==> src/logic/cdf_defs.vh <==
// constants for the clock divider fanout configuration block
`ifndef CDF_DEFS_VH
`define CDF_DEFS_VH
`define CDF_WORD_W      22
`define CDF_SEL_D_HI    21
`define CDF_SEL_C_HI    18
`define CDF_SEL_B_HI    15
`define CDF_SEL_A_HI    12
`define CDF_EN_HI       9
`define CDF_EN_LO       2
`define CDF_TYPE_BCD    1
`define CDF_TYPE_A      0
`define CDF_WORD_RESET  22'h000000
`define CDF_TYPE_LVDS   1'b0
`define CDF_CNT_W       3
`endif

==> src/logic/cdf_bank_divider.v <==
// one bank divider: divides by a ratio from a 3-bit selector
`timescale 1ns/1ps
`include "cdf_defs.vh"
module cdf_bank_divider (
	input  wire       clk_i,
	input  wire       reset_n_i,
	input  wire       run_i,
	input  wire [2:0] sel_i,
	output reg        div_o
);
	reg  [2:0] cnt;
	reg  [3:0] ratio;
	wire [3:0] half_hi;
	always @* begin
		case ({sel_i[0], sel_i[1], sel_i[2]})
			3'h0: ratio = 4'h1;
			3'h1: ratio = 4'h2;
			3'h2: ratio = 4'h3;
			3'h3: ratio = 4'h4;
			3'h4: ratio = 4'h5;
			3'h5: ratio = 4'h6;
			3'h7: ratio = 4'h8;
			default: ratio = 4'h1;
		endcase
	end
	// high phase is the longer half on odd ratios
	assign half_hi = (ratio + 4'h1) >> 1;
	always @(posedge clk_i or negedge reset_n_i) begin
		if (!reset_n_i) begin
			cnt   <= 3'h0;
			div_o <= 1'b0;
		end else if (!run_i) begin
			cnt   <= 3'h0;
			div_o <= 1'b0;
		end else if (ratio == 4'h1) begin
			div_o <= ~div_o;
		end else begin
			// first run cycle drives high, count 0 is high phase
			div_o <= ({1'b0, cnt} < half_hi);
			cnt   <= ({1'b0, cnt} == ratio - 4'h1) ? 3'h0 : cnt + 3'h1;
		end
	end
endmodule

==> src/logic/cdf_config_top.v <==
// top of the clock divider fanout configuration block
`timescale 1ns/1ps
`include "cdf_defs.vh"
module cdf_config_top (
	input  wire       SYS_CLK_I,
	input  wire       RESET_N_I,
	input  wire       SERIAL_CLK_I,
	input  wire       SERIAL_DATA_IN_I,
	input  wire       LOAD_LATCH_STROBE_I,
	input  wire       OUTPUT_GATE_I,
	input  wire       DIVIDER_RESET_N_I,
	output reg        SERIAL_DATA_OUT_O,
	output reg  [1:0] BANK_A_OUTPUTS_O,
	output reg  [1:0] BANK_B_OUTPUTS_O,
	output reg  [1:0] BANK_C_OUTPUTS_O,
	output reg  [1:0] BANK_D_OUTPUTS_O,
	output reg  [1:0] BANK_A_ENABLED_O,
	output reg  [1:0] BANK_B_ENABLED_O,
	output reg  [1:0] BANK_C_ENABLED_O,
	output reg  [1:0] BANK_D_ENABLED_O,
	output reg        TYPE_BANK_A_O,
	output reg        TYPE_BANKS_BCD_O
);
	////////////////////////////////////////////////////////////////
	// pin synchronisers, a change counts once stages two and three agree
	reg  [2:0] s_sclk;
	reg  [2:0] s_sdat;
	reg  [2:0] s_le;
	reg  [2:0] s_oe;
	reg  [2:0] s_rst;
	reg        sclk_q;
	reg        sdat_q;
	reg        le_q;
	reg        oe_q;
	reg        rst_q;
	always @(posedge SYS_CLK_I or negedge RESET_N_I) begin
		if (!RESET_N_I) begin
			s_sclk <= 3'h0;
			s_sdat <= 3'h0;
			s_le   <= 3'h0;
			s_oe   <= 3'h0;
			s_rst  <= 3'h0;
			sclk_q <= 1'b0;
			sdat_q <= 1'b0;
			le_q   <= 1'b0;
			oe_q   <= 1'b0;
			rst_q  <= 1'b0;
		end else begin
			s_sclk <= {s_sclk[1:0], SERIAL_CLK_I};
			s_sdat <= {s_sdat[1:0], SERIAL_DATA_IN_I};
			s_le   <= {s_le[1:0], LOAD_LATCH_STROBE_I};
			s_oe   <= {s_oe[1:0], OUTPUT_GATE_I};
			s_rst  <= {s_rst[1:0], DIVIDER_RESET_N_I};
			if (s_sclk[1] == s_sclk[2])
				sclk_q <= s_sclk[2];
			if (s_sdat[1] == s_sdat[2])
				sdat_q <= s_sdat[2];
			if (s_le[1] == s_le[2])
				le_q <= s_le[2];
			if (s_oe[1] == s_oe[2])
				oe_q <= s_oe[2];
			if (s_rst[1] == s_rst[2])
				rst_q <= s_rst[2];
		end
	end
	////////////////////////////////////////////////////////////////
	// serial shift register and active word
	reg                    sclk_d;
	reg                    le_d;
	reg                    loaded;
	reg [`CDF_WORD_W-1:0]  shift;
	reg [`CDF_WORD_W-1:0]  word;
	wire                   sclk_rise;
	wire                   le_rise;
	assign sclk_rise = sclk_q & ~sclk_d;
	assign le_rise   = le_q & ~le_d;
	// sampling slowed by the synchronisers: serial clock must stay at or under a quarter of the system clock, ~10 MHz at 40 MHz
	always @(posedge SYS_CLK_I or negedge RESET_N_I) begin
		if (!RESET_N_I) begin
			sclk_d            <= 1'b0;
			le_d              <= 1'b0;
			loaded            <= 1'b0;
			shift             <= `CDF_WORD_RESET;
			word              <= `CDF_WORD_RESET;
			SERIAL_DATA_OUT_O <= 1'b0;
		end else begin
			sclk_d <= sclk_q;
			le_d   <= le_q;
			if (sclk_rise && !le_q) begin
				shift             <= {shift[`CDF_WORD_W-2:0], sdat_q};
				SERIAL_DATA_OUT_O <= shift[`CDF_WORD_W-1];
			end
			if (le_rise) begin
				word   <= shift;
				loaded <= 1'b1;
			end
		end
	end
	////////////////////////////////////////////////////////////////
	// dividers, released together by the divider reset
	wire       run;
	wire [3:0] div;
	wire [2:0] sel [0:3];
	assign run = rst_q & loaded;
	assign sel[0] = word[`CDF_SEL_A_HI:`CDF_SEL_A_HI-2];
	assign sel[1] = word[`CDF_SEL_B_HI:`CDF_SEL_B_HI-2];
	assign sel[2] = word[`CDF_SEL_C_HI:`CDF_SEL_C_HI-2];
	assign sel[3] = word[`CDF_SEL_D_HI:`CDF_SEL_D_HI-2];
	genvar g;
	generate
		for (g = 0; g < 4; g = g + 1) begin : bank
			cdf_bank_divider u_div (
				.clk_i     (SYS_CLK_I),
				.reset_n_i (RESET_N_I),
				.run_i     (run),
				.sel_i     (sel[g]),
				.div_o     (div[g])
			);
		end
	endgenerate
	////////////////////////////////////////////////////////////////
	// output gating and type selection
	wire [7:0] en_bits;
	wire [7:0] en_eff;
	assign en_bits = word[`CDF_EN_HI:`CDF_EN_LO];
	// gate pin and latch line dominate the serial enables
	assign en_eff = en_bits & {8{oe_q & le_q & loaded}};
	always @(posedge SYS_CLK_I or negedge RESET_N_I) begin
		if (!RESET_N_I) begin
			BANK_A_OUTPUTS_O <= 2'h0;
			BANK_B_OUTPUTS_O <= 2'h0;
			BANK_C_OUTPUTS_O <= 2'h0;
			BANK_D_OUTPUTS_O <= 2'h0;
			BANK_A_ENABLED_O <= 2'h0;
			BANK_B_ENABLED_O <= 2'h0;
			BANK_C_ENABLED_O <= 2'h0;
			BANK_D_ENABLED_O <= 2'h0;
			TYPE_BANK_A_O    <= `CDF_TYPE_LVDS;
			TYPE_BANKS_BCD_O <= `CDF_TYPE_LVDS;
		end else begin
			BANK_A_ENABLED_O <= en_eff[1:0];
			BANK_B_ENABLED_O <= en_eff[3:2];
			BANK_C_ENABLED_O <= en_eff[5:4];
			BANK_D_ENABLED_O <= en_eff[7:6];
			// disabled outputs rest low
			BANK_A_OUTPUTS_O <= en_eff[1:0] & {2{div[0]}};
			BANK_B_OUTPUTS_O <= en_eff[3:2] & {2{div[1]}};
			BANK_C_OUTPUTS_O <= en_eff[5:4] & {2{div[2]}};
			BANK_D_OUTPUTS_O <= en_eff[7:6] & {2{div[3]}};
			// type only differs from lvds when the bank has a live output
			TYPE_BANK_A_O    <= word[`CDF_TYPE_A] & (|en_eff[1:0]);
			TYPE_BANKS_BCD_O <= word[`CDF_TYPE_BCD] & (|en_eff[7:2]);
		end
	end
endmodule

==> config.mk <==
export PLATFORM = sky130hd
export DESIGN_NAME = cdf_config_top
export DESIGN_NICKNAME = d
export VERILOG_FILES = /design/src/logic/cdf_bank_divider.v /design/src/logic/cdf_config_top.v
export VERILOG_INCLUDE_DIRS = /design/src /design/src/logic
export SDC_FILE = /design/constraint.sdc
export NUM_CORES = 1
export LEC_CHECK = 0
export BUFFER_PORTS_ARGS = -buffer_cell sky130_fd_sc_hd__buf_2
export CORE_MARGIN = 2
export CORE_UTILIZATION = 35
export DETAILED_ROUTE_END_ITERATION = 8
export PLACE_DENSITY = 0.6
export SETUP_SLACK_MARGIN = 0.1
export SKIP_CTS_REPAIR_TIMING = 1
export SYNTH_ARGS = -nofsm -noshare
export SYNTH_HDL_FRONTEND = slang
export SYNTH_SLANG_ARGS = --single-unit
==> constraint.sdc <==
create_clock -name SYS_CLK_I -period 5.9 [get_ports SYS_CLK_I]
set_input_delay 0.295 -clock SYS_CLK_I [delete_from_list [all_inputs] [get_ports SYS_CLK_I]]
set_output_delay 0.295 -clock SYS_CLK_I [all_outputs]
set_load 0.01 [all_outputs]
==> metrics.cfg, run 1 <==
[power_and_ir_drop]
power.share.clock=0.378
p_sw_frac=0.252
power_leakage_nw=2.45
pwr-share-seq=0.523
ir_drop_mv=0.212
combinationalPowerShare=0.100
power_density_nw_per_um2=312
internal_power_mw=1.20
p_sw_uw=404

[layout]
antennaDiodeCount=0
drive_above_1_share=0.292
syn2layout_area_growth_pct=12.0
final_common_cell=dfrtp_1
multiInputGateArea_um2=1900
final_cell_mix=dfrtp_1, mux2_2, buf_2
fin_nets=400
fill_cells=1250
regArea_um2=2550

[timing]
fin_setup_tns_ns=0
rsz0062_at_grt=no
min_period_ns=2.05
post-route-period-util=0.348
worst_slew_pin_slew_ns=1.12
slew_violations=0
max_freq_ghz=0.487
layout_setup_ws_ns=3.85
slew-limit-headroom=0.256
finalClockSkew_ns=0.00382
setup_viol_count_final=0
timing_hold_violations_final=0

[drt]
drt_pass1_iterations=4
drt_wl_total_um=7320
wl_per_cell_um=13.3
drt_iter0_markers=114
drc=0
ant_nets=0
vias=2613
via_per_inst=4.76

[worst_setup_path]
crit_family=simple AND/OR/NAND/NOR gates
crit_slowest_cell=dfrtp_1
critical_path.max_fanout=6
timing.rr.start=word[21]$_DFFE_PN0P_
timing.critical_path.buf_inv=0
endpoint_kind=register
crit_arrival_ns=2.26
critPathMaxStageDelay_ns=0.44
required_ns=6.11
start_kind=register
crit_chain=nand2b_1 > o21a_1 > ha_1 > xnor2_1 > nand2_1 > nor3b_1 > o21ai_0
critical_path_class=reg -> reg
startpoint=word[21]$_DFFE_PN0P_

[die]
coreArea_um2=12700
row_count=41
io-pin-count=26
die_area_um2=14000
die_h_um=119
dieWidth_um=119
start_util=0.361

[cts]
cts.sinks=102
clockBufferDepth=2
htree_levels=3
cts-root-buf=clkbuf_16
cts_tree=done
numCtsBuffers=9
clkTransAtPathRegs_ns=0.07
clk_latency_ns=0.34

[yosys]
synth_xor_area_frac=0.0433
synth_warnings=0
synth_simple_gate_area_share=0.119
synth-compound-area-share=0.0690
synthAdderAreaFrac=0.0681
ys_seq_area_frac=0.556
synthMuxAreaShare=0.114
syn_area_um2=4590
syn-num-nets=378
syn_avg_cell_area_um2=13.1
synth_seq_cells=102
netlist_instances=350
synth_top_family_by_area=simple AND/OR/NAND/NOR gates
synth_cell_type_count=48

[global_routing]
overflow=0
grt_max_degree=68
grt_pass1_wl_um=13100
antenna_found_initial=0
grt_pass1_vias=2811
track_usage=0.115

[worst_hold_path]
min_from=DIVIDER_RESET_N_I
hold_path.class=in -> reg

[placed_design]
routabilityCongestion=0.807
port_buffers=25
pre_cts_ws_ns=3.81
dp_hpwl_um=4990

[run_status]
status=completed

[job]
maxCapViolCount=0

==> power by group through the flow <==
stage               combinational [mW]  sequential [mW]  clock, mW
finish                           0.160            0.840      0.607
floorplan                        0.118            0.837          0
detailed placement               0.162            0.854          0
global placement                 0.156            0.851          0
CTS                              0.163            0.840      0.628
global route                     0.178            0.850      0.656
==> stage by stage <==
| stage | power (mW) | hold WS [ns] | cell area, µm² | util | std cells |
|---|---|---|---|---|---|
| CTS | 1.63 | -0.0973 | 5130 | 0.403 | 548 |
| floorplan | 0.954 | -0.000591 | 4590 | - | 350 |
| global placement | 1.01 | 0.268 | 4830 | 0.380 | 532 |
| finish | 1.61 | 0.0573 | 5140 | 0.404 | 549 |
| global route | 1.68 | 0.0414 | 5140 | 0.404 | 549 |
| detailed placement | 1.02 | 0.275 | 4830 | 0.380 | 532 |
==> metal layers <==
metal / wire [µm] / track usage / vias to the layer above / part of all wire
met3: 194 / 0.0299 / 9 / 0.027
met5: 0 / 0 / - / 0
met4: 96 / 0.0379 / 0 / 0.013
met1: 3490 / 0.140 / 1304 / 0.48
met2: 3540 / 0.198 / 31 / 0.48
li1: - / - / 1269 / -
==> registers in the layout, indices dropped and copies added (netlist names), 2 cells and up <==
| signal | cells |
|---|---|
| s_le | 3 |
| BANK_A_OUTPUTS_O | 2 |
| BANK_D_OUTPUTS_O | 2 |
| BANK_C_ENABLED_O | 2 |
| BANK_C_OUTPUTS_O | 2 |
| BANK_D_ENABLED_O | 2 |
| BANK_B_OUTPUTS_O | 2 |
| shift | 22 |
| s_sclk | 3 |
| BANK_B_ENABLED_O | 2 |
| BANK_A_ENABLED_O | 2 |
| s_sdat | 3 |
| bank.u_div.div_o | 4 |
| s_oe | 3 |
| s_rst | 3 |
| word | 22 |
| bank.u_div.cnt | 12 |
==> cell type report <==
class,count,area share
clock buffers,9,0.0438
clock inverters,7,0.0153
inverters,7,0.00511
multi-input cells,225,0.369
flip-flops and latches,102,0.496
well taps,172,0.0418
repair buffers,27,0.0282
==> cells by family (layout without fill, tap and decap cells) <==
family	count (synthesis)	after routing
AND/OR/NAND/NOR	89	89
multiplexers	47	47
XOR/XNOR	21	21
buffers and inverters	23	50
AO/OA/AOI/OAI	42	42
adder cells (fa/ha/maj)	26	26
flip-flops	102	102
==> worst register-to-register path, delay by kind of cell, from the launching register on <==
kind	cells	cell delay, ns
compound gates	2	0.36
flops	1	0.44
xor+xnor	1	0.19
fa+ha+maj	1	0.30
simple gates	3	0.63
==> path summary, 6_finish.rpt <==
kind                                                     to  slack [ns]  depth (start not counted)
max                        bank[3].u_div.cnt[1]$_DFFE_PN0P_        3.85                          7
min                                      s_rst[0]$_DFF_PN0_        0.06                          1
max reg2reg                bank[3].u_div.cnt[1]$_DFFE_PN0P_        3.85                          7
min reg2reg                             s_sdat[1]$_DFF_PN0_        0.35                          0
max in group asynchronous               s_sdat[2]$_DFF_PN0_        4.27                          3
min in group asynchronous                sclk_q$_DFFE_PN0N_        0.44                          2
==> synthesized netlist by cell type, drive strengths merged <==
cell / count / share of area
or4: 1 / 0.0016
a41oi: 1 / 0.0019
and3: 13 / 0.022
clkbuf: 5 / 0.0046
nand4: 3 / 0.0041
or2: 1 / 0.0014
ha: 21 / 0.057
or3: 1 / 0.0014
buf: 11 / 0.020
o211ai: 3 / 0.0049
nand2: 16 / 0.015
and2: 10 / 0.014
and2b: 1 / 0.0016
a21oi: 2 / 0.0022
a21o: 3 / 0.0049
o211a: 1 / 0.0022
xnor2: 15 / 0.032
xor2: 6 / 0.011
o2111ai: 1 / 0.0019
maj3: 5 / 0.011
nor3b: 2 / 0.0057
or2b: 1 / 0.0019
nand3: 18 / 0.023
nor2: 13 / 0.011
inv: 7 / 0.0057
nand2b: 9 / 0.017
dfrtp: 102 / 0.56
o311a: 1 / 0.0022
mux2: 41 / 0.10
o21ai: 15 / 0.019
mux2i: 6 / 0.013
a211oi: 10 / 0.022
o21a: 5 / 0.0082
(Power assumes the default switching activity.)
==> run 2: changes to the inputs <==
- PLACE_DENSITY: 0.6 -> 0.61
- clock period: 5.9 -> 1.76 ns (I/O delays scaled with it)
==> run 2 against run 1 <==
Net effect:
- the run now ends with negative setup slack left
- largest power group unchanged
- largest cell class unchanged
- fmax increased by 8.4%
- setup slack lost 4.0 ns
- final area increased by 8.9%
- clock skew is 0.0022 ns higher
==> metrics.cfg, run 2 (synthesis gave the netlist of run 1 again) <==
[run_status]
status=finished, violations left
violations=negative setup slack

[timing]
layout_setup_ws_ns=-0.135  ; -3.98 ns
hold_ws_ns=0.256  ; +0.198 ns
worst_slew_pin_slew_ns=0.492  ; -0.625 ns
post-route-period-util=1.08  ; +0.729
finalClockSkew_ns=0.00604  ; +0.00223 ns
rsz0062_at_grt=yes
slew-limit-headroom=0.672  ; +0.417
setup_viol_count_final=5  ; +5
min_period_ns=1.89  ; -0.159 ns
timing_hold_violations_final=0  ; unchanged
slew_violations=0  ; unchanged
max_freq_ghz=0.528  ; +8.4%

[power_and_ir_drop]
p_sw_frac=0.239  ; -0.0126
power_density_nw_per_um2=962  ; +210%
combinationalPowerShare=0.109  ; +0.009
internal_power_mw=4.10  ; +240%
power.share.clock=0.369  ; -0.009
power_leakage_nw=2.63  ; +7.2%
fin_total_pwr_mw=5.39  ; +240%
pwr-share-seq=0.522  ; about the same
p_sw_mw=1.29  ; +220%
ir_drop_mv=0.706  ; +230%

[worst_setup_path]
crit_slowest_cell=dfrtp_2
endpoint_kind=register
r2r_setup_slack_ns=-0.13  ; -3.98 ns
crit_family=compound AO/OA/AOI/OAI gates
timing.rr.start=word[20]$_DFFE_PN0P_
crit_end=bank[3].u_div.div_o$_DFF_PN0_
startpoint=word[20]$_DFFE_PN0P_
start_kind=register
crit_arrival_ns=2.17  ; -0.09 ns
timing.critical_path.buf_inv=1  ; +1
worstSetupPathDepth=10  ; +3
critPathMaxStageDelay_ns=0.44  ; about the same
worstReg2RegEnd=bank[3].u_div.div_o$_DFF_PN0_
critical_path_class=reg -> reg
reg2reg_depth=10  ; +3
critical_path.max_fanout=4  ; -2
crit_chain=or2b_4 > o21a_1 > inv_1 > ha_1 > xnor2_1 > ha_1 > o21ai_0 > nand2b_1 > a211oi_2 > o21a_1
required_ns=2.03  ; -4.08 ns

[drt]
vias=2769  ; +6.0%
drt_wl_total_um=7750  ; +5.9%
drt_iter0_markers=129  ; +13%
drt_pass1_iterations=4  ; unchanged
via_per_inst=4.80  ; +0.83%
drc=0  ; unchanged
wl_per_cell_um=13.4  ; +0.79%
ant_nets=0  ; unchanged

[job]
maxCapViolCount=0  ; unchanged

[global_routing]
grt_max_degree=40  ; -41%
antenna_found_initial=0  ; unchanged
grt_pass1_wl_um=13200  ; +0.89%
overflow=0  ; unchanged
track_usage=0.117  ; +0.00183
grt_pass1_vias=2742  ; -2.5%

[layout]
syn2layout_area_growth_pct=22.0
drive_above_1_share=0.398  ; +0.106
fill_cells=1217  ; -2.6%
finish.utilization=0.440  ; +0.0359
antennaDiodeCount=0  ; unchanged
final_cell_mix=dfrtp_1, mux2_2, buf_2
final_common_cell=dfrtp_1
fin_area_um2=5600  ; +8.9%
fin_nets=429  ; +7.2%
reg_top3=shift: 22 flops, word: 22 flops, bank.u_div.cnt: 12 flops

[cts]
cts.sinks=102  ; unchanged
htree_levels=3  ; unchanged
clkTransAtPathRegs_ns=0.06  ; about the same
cts-root-buf=clkbuf_16
numCtsBuffers=9  ; unchanged
clk_latency_ns=0.33  ; about the same
clockBufferDepth=2  ; unchanged
cts_tree=done

[die]
dieWidth_um=119  ; unchanged
io-pin-count=26  ; unchanged
start_util=0.361  ; unchanged
row_count=41  ; unchanged
die_area_um2=14000  ; unchanged
coreArea_um2=12700  ; unchanged
die_h_um=119  ; unchanged

[placed_design]
port_buffers=25  ; unchanged
routabilityCongestion=0.768  ; -4.9%
dp_hpwl_um=5330  ; +6.9%
placed_area_um2=5060  ; +4.8%

[worst_hold_path]
hold_path.class=in -> async

run 2: cell count changes in the layout (fill, tap and decap cells not counted), sizes merged:
| cell | change |
|---|---|
| buf | +24 |
| dlygate4sd3 | +5 |
| inv | -2 |
| clkbuf | +1 |
run 2: layer usage:
layer / up-vias / wire, µm / track usage
met2: 44 / 3850 / 0.186
met5: - / 0 / 0
met3: 5 / 237 / 0.0261
met4: 0 / 85 / 0.0432
li1: 1324 / - / -
met1: 1396 / 3580 / 0.156
run 2: cell type report:
cell class,count,area (µm²),share of cell area
timing repair buffer,56,425,0.0760
tap,172,215,0.0384
clock buffer,10,239,0.0427
inverter,7,26.3,0.00469
multi-input combinational,225,2070,0.370
sequential,102,2550,0.456
clock inverter,5,67.6,0.0121
run 2: metrics by stage:
| step | setup slack (ns) | setup TNS (ns) | cells |
|---|---|---|---|
| global placement | -0.0746 | -0.0970 | 552 |
| finish | -0.135 | -0.487 | 577 |
| global route | -0.299 | -0.992 | 577 |
| detailed placement | -0.145 | -0.431 | 552 |
| floorplan | -0.0555 | -0.104 | 350 |
| CTS | -0.170 | -0.508 | 567 |
run 2: worst min-delay path by stage:
stage / end / cells after the start / start
6_report: s_sdat[0]$_DFF_PN0_ / 2 / RESET_N_I
4_1_cts: s_sdat[1]$_DFF_PN0_ / 1 / RESET_N_I
3_3_place_gp: s_sdat[0]$_DFF_PN0_ / 1 / RESET_N_I
5_1_grt: s_sclk[2]$_DFF_PN0_ / 2 / RESET_N_I
3_5_place_dp: s_sdat[1]$_DFF_PN0_ / 1 / RESET_N_I
2_1_floorplan: BANK_A_ENABLED_O[0]$_DFF_PN0_ / 0 / RESET_N_I
run 2: power by group through the flow:
stage                     sequential, mW  clock (mW)  combinational [mW]
after floorplan                     2.80           0               0.395
after global routing                2.86        2.17               0.646
final                               2.81        1.99               0.586
after CTS                           2.82        2.06               0.584
after global placement              2.85           0               0.569
after detailed placement            2.86           0               0.582
==> run 3: changes to the inputs <==
- CORE_UTILIZATION: 35 -> 50
- PLACE_DENSITY: 0.61 -> 0.79
- SYNTH_HIERARCHICAL: unset -> 1
==> run 3 against run 2 <==
Net effect:
- the run still ends with negative setup slack left
- first-iteration DRC count is 3.1% lower
- sequential power barely moved
- routed wire length increased by 2.3%
- critical path type unchanged
- final area fell by 2.9%
- global-route usage increased by 5.4 points
==> metrics.cfg, run 3 <==
[run_status]
status=finished, violations left
violations=negative setup slack

[die]
start_util=0.515  ; +0.155
coreArea_um2=8720  ; -31%
row_count=34  ; -17%
die_area_um2=9760  ; -31%
die_h_um=98.8  ; -17%
io-pin-count=26  ; unchanged
dieWidth_um=98.8  ; -17%

[job]
maxCapViolCount=0  ; unchanged

[power_and_ir_drop]
ir_drop_mv=0.590  ; -16%
power_leakage_nw=2.57  ; -2.2%
power_density_nw_per_um2=916  ; -4.8%
fin_total_pwr_mw=4.98  ; -7.5%

[global_routing]
antenna_found_initial=0  ; unchanged
overflow=0  ; unchanged
grt_max_degree=52  ; +30%
track_usage=0.171  ; +0.0539
grt_pass1_wl_um=13500  ; +2.4%
grt_pass1_vias=2874  ; +4.8%

[drt]
wl_per_cell_um=15.3  ; +14%
via_per_inst=5.46  ; +14%
drt_iter0_markers=125  ; -3.1%
vias=2833  ; +2.3%
drt_pass1_iterations=4  ; unchanged
drc=0  ; unchanged
drt_wl_total_um=7930  ; +2.3%
ant_nets=0  ; unchanged

[timing]
slew_violations=0  ; unchanged
setup_viol_count_final=10  ; +5
worst_slew_pin_slew_ns=0.519  ; +0.0271 ns
fin_setup_tns_ns=-0.903  ; -0.415 ns
finalClockSkew_ns=0.0140  ; +0.00793 ns
post-route-period-util=1.12  ; +0.0412
max_freq_ghz=0.508  ; -3.7%
layout_setup_ws_ns=-0.207  ; -0.0725 ns
slew-limit-headroom=0.654  ; -0.0181
min_period_ns=1.97  ; +0.0725 ns
rsz0062_at_grt=yes
timing_hold_violations_final=0  ; unchanged

[yosys]
synth_warnings=6  ; +6
syn-num-nets=369  ; -2.4%
syn_avg_cell_area_um2=13.1  ; +0.19%
ys_seq_area_frac=0.568  ; +0.0119
synth_cell_type_count=43  ; -10%
syn_area_um2=4490  ; -2.1%
synth_top_family_by_area=simple AND/OR/NAND/NOR gates
synth_xor_area_frac=0.0234  ; -0.0200
synth_simple_gate_area_share=0.128  ; +0.00923
synth_area_leaders=dfrtp_1, mux2_2, ha_1
synthMuxAreaShare=0.113  ; -0.00172
synthAdderAreaFrac=0.0668  ; -0.00132
synthArstFlopShare=1.00  ; unchanged
ys_top_cells_by_count=dfrtp_1, mux2_2, nand3_1
synth_edf_count=0  ; unchanged
synthFlopType=dfrtp_1
synth_top_area_share=0.568  ; +0.0119
yosys.area.top_type=dfrtp_1
synth_seq_cells=102  ; unchanged
synth-compound-area-share=0.0785  ; +0.00955
netlist_instances=342  ; -2.3%
yosysMostFrequentCell=dfrtp_1

[cts]
clockBufferDepth=2  ; unchanged
cts-root-buf=clkbuf_8
cts_tree=done
clk_latency_ns=0.38  ; +0.05 ns
numCtsBuffers=9  ; unchanged
cts.sinks=102  ; unchanged
htree_levels=3  ; unchanged
clkTransAtPathRegs_ns=0.12  ; +0.06 ns

[worst_setup_path]
critical_path_class=reg -> reg
endpoint_kind=register
crit_arrival_ns=2.26  ; +0.09 ns
required_ns=2.05  ; +0.02 ns
start_kind=register
critical_path.max_fanout=4  ; unchanged

[layout]
multiInputGateArea_um2=2030  ; -2.0%
antennaDiodeCount=0  ; unchanged
final_cell_mix=dfrtp_1, mux2_2, buf_4
finalNonFillerCells=519  ; -10%
syn2layout_area_growth_pct=21.0
reg_top3=shift: 22 flops, word: 22 flops, bank.u_div/cnt: 12 flops
fin_nets=433  ; +0.93%
regArea_um2=2550  ; unchanged
drive_above_1_share=0.384  ; -0.0131
final_common_cell=dfrtp_1
fill_cells=658  ; -46%
fin_area_um2=5440  ; -2.9%

[worst_hold_path]
hold_path.class=in -> async

[placed_design]
dp.cells=496  ; -10%
dp_hpwl_um=5430  ; +1.9%
placed_area_um2=4980  ; -1.6%
routabilityCongestion=0.829  ; +7.9%
pre_cts_ws_ns=-0.209  ; -0.0638 ns
port_buffers=25  ; unchanged

==> run 3: worst paths after layout <==
path                                      start                             to  slack (ns)  cells past startpoint
min in group SYS_CLK_I      LOAD_LATCH_STROBE_I              s_le[0]$_DFF_PN0_        0.34                      2
setup reg to reg           word[11]$_DFFE_PN0P_  bank[0].u_div/div_o$_DFF_PN0_       -0.21                     10
hold reg to reg             s_sclk[0]$_DFF_PN0_            s_sclk[1]$_DFF_PN0_        0.37                      0
max in group asynchronous             RESET_N_I          shift[19]$_DFFE_PN0P_        1.09                      3
hold / removal                        RESET_N_I           word[12]$_DFFE_PN0P_        0.10                      2
setup / recovery           word[11]$_DFFE_PN0P_  bank[0].u_div/div_o$_DFF_PN0_       -0.21                     10
==> run 3: logic make-up after synthesis <==
kind of cell | after synthesis
DFF | 102
and+or+nand+nor | 90
AOI/OAI and AO/OA | 50
muxes | 45
adders and majority gates | 25
buffers and inverters | 18
xor gates and xnor gates | 12
==> run 3: area by class of cell <==
class | count | area share
tap | 108 | 0.0249
clock buffer | 9 | 0.0228
timing repair buffer | 60 | 0.0815
clock inverter | 7 | 0.0200
sequential | 102 | 0.470
inverter | 11 | 0.00759
multi-input combinational | 222 | 0.373
==> run 3: per-stage QoR <==
stage / util / hold WS (ns)
2_1_floorplan: - / -0.208
3_3_place_gp: 0.571 / -0.0201
3_5_place_dp: 0.571 / -0.0128
4_1_cts: 0.598 / -0.445
5_1_grt: 0.623 / 0.115
6_report: 0.623 / 0.100
==> run 3: per-layer routing <==
layer	track usage	part of all wire	vias to the layer above
met5	0	0	-
met4	0.0390	0.012	0
met3	0.0447	0.034	10
met2	0.293	0.51	45
met1	0.219	0.45	1428
li1	-	-	1350
==> run 3: where the power goes <==
part	switching, mW	internal, mW
Clock	0.979	0.609
Sequential	0.196	2.62
Combinational	0.253	0.330
==> run 3: worst max-delay path, cell delays in order, from the launching register on <==
cell and delay, ns:
dfrtp_2 0.46, or2b_1 0.24, o21a_1 0.13, inv_2 0.08, ha_4 0.13, xnor2_2 0.07
ha_1 0.28, o21a_1 0.12, o21ai_1 0.06, and3b_1 0.16, o21a_1 0.16
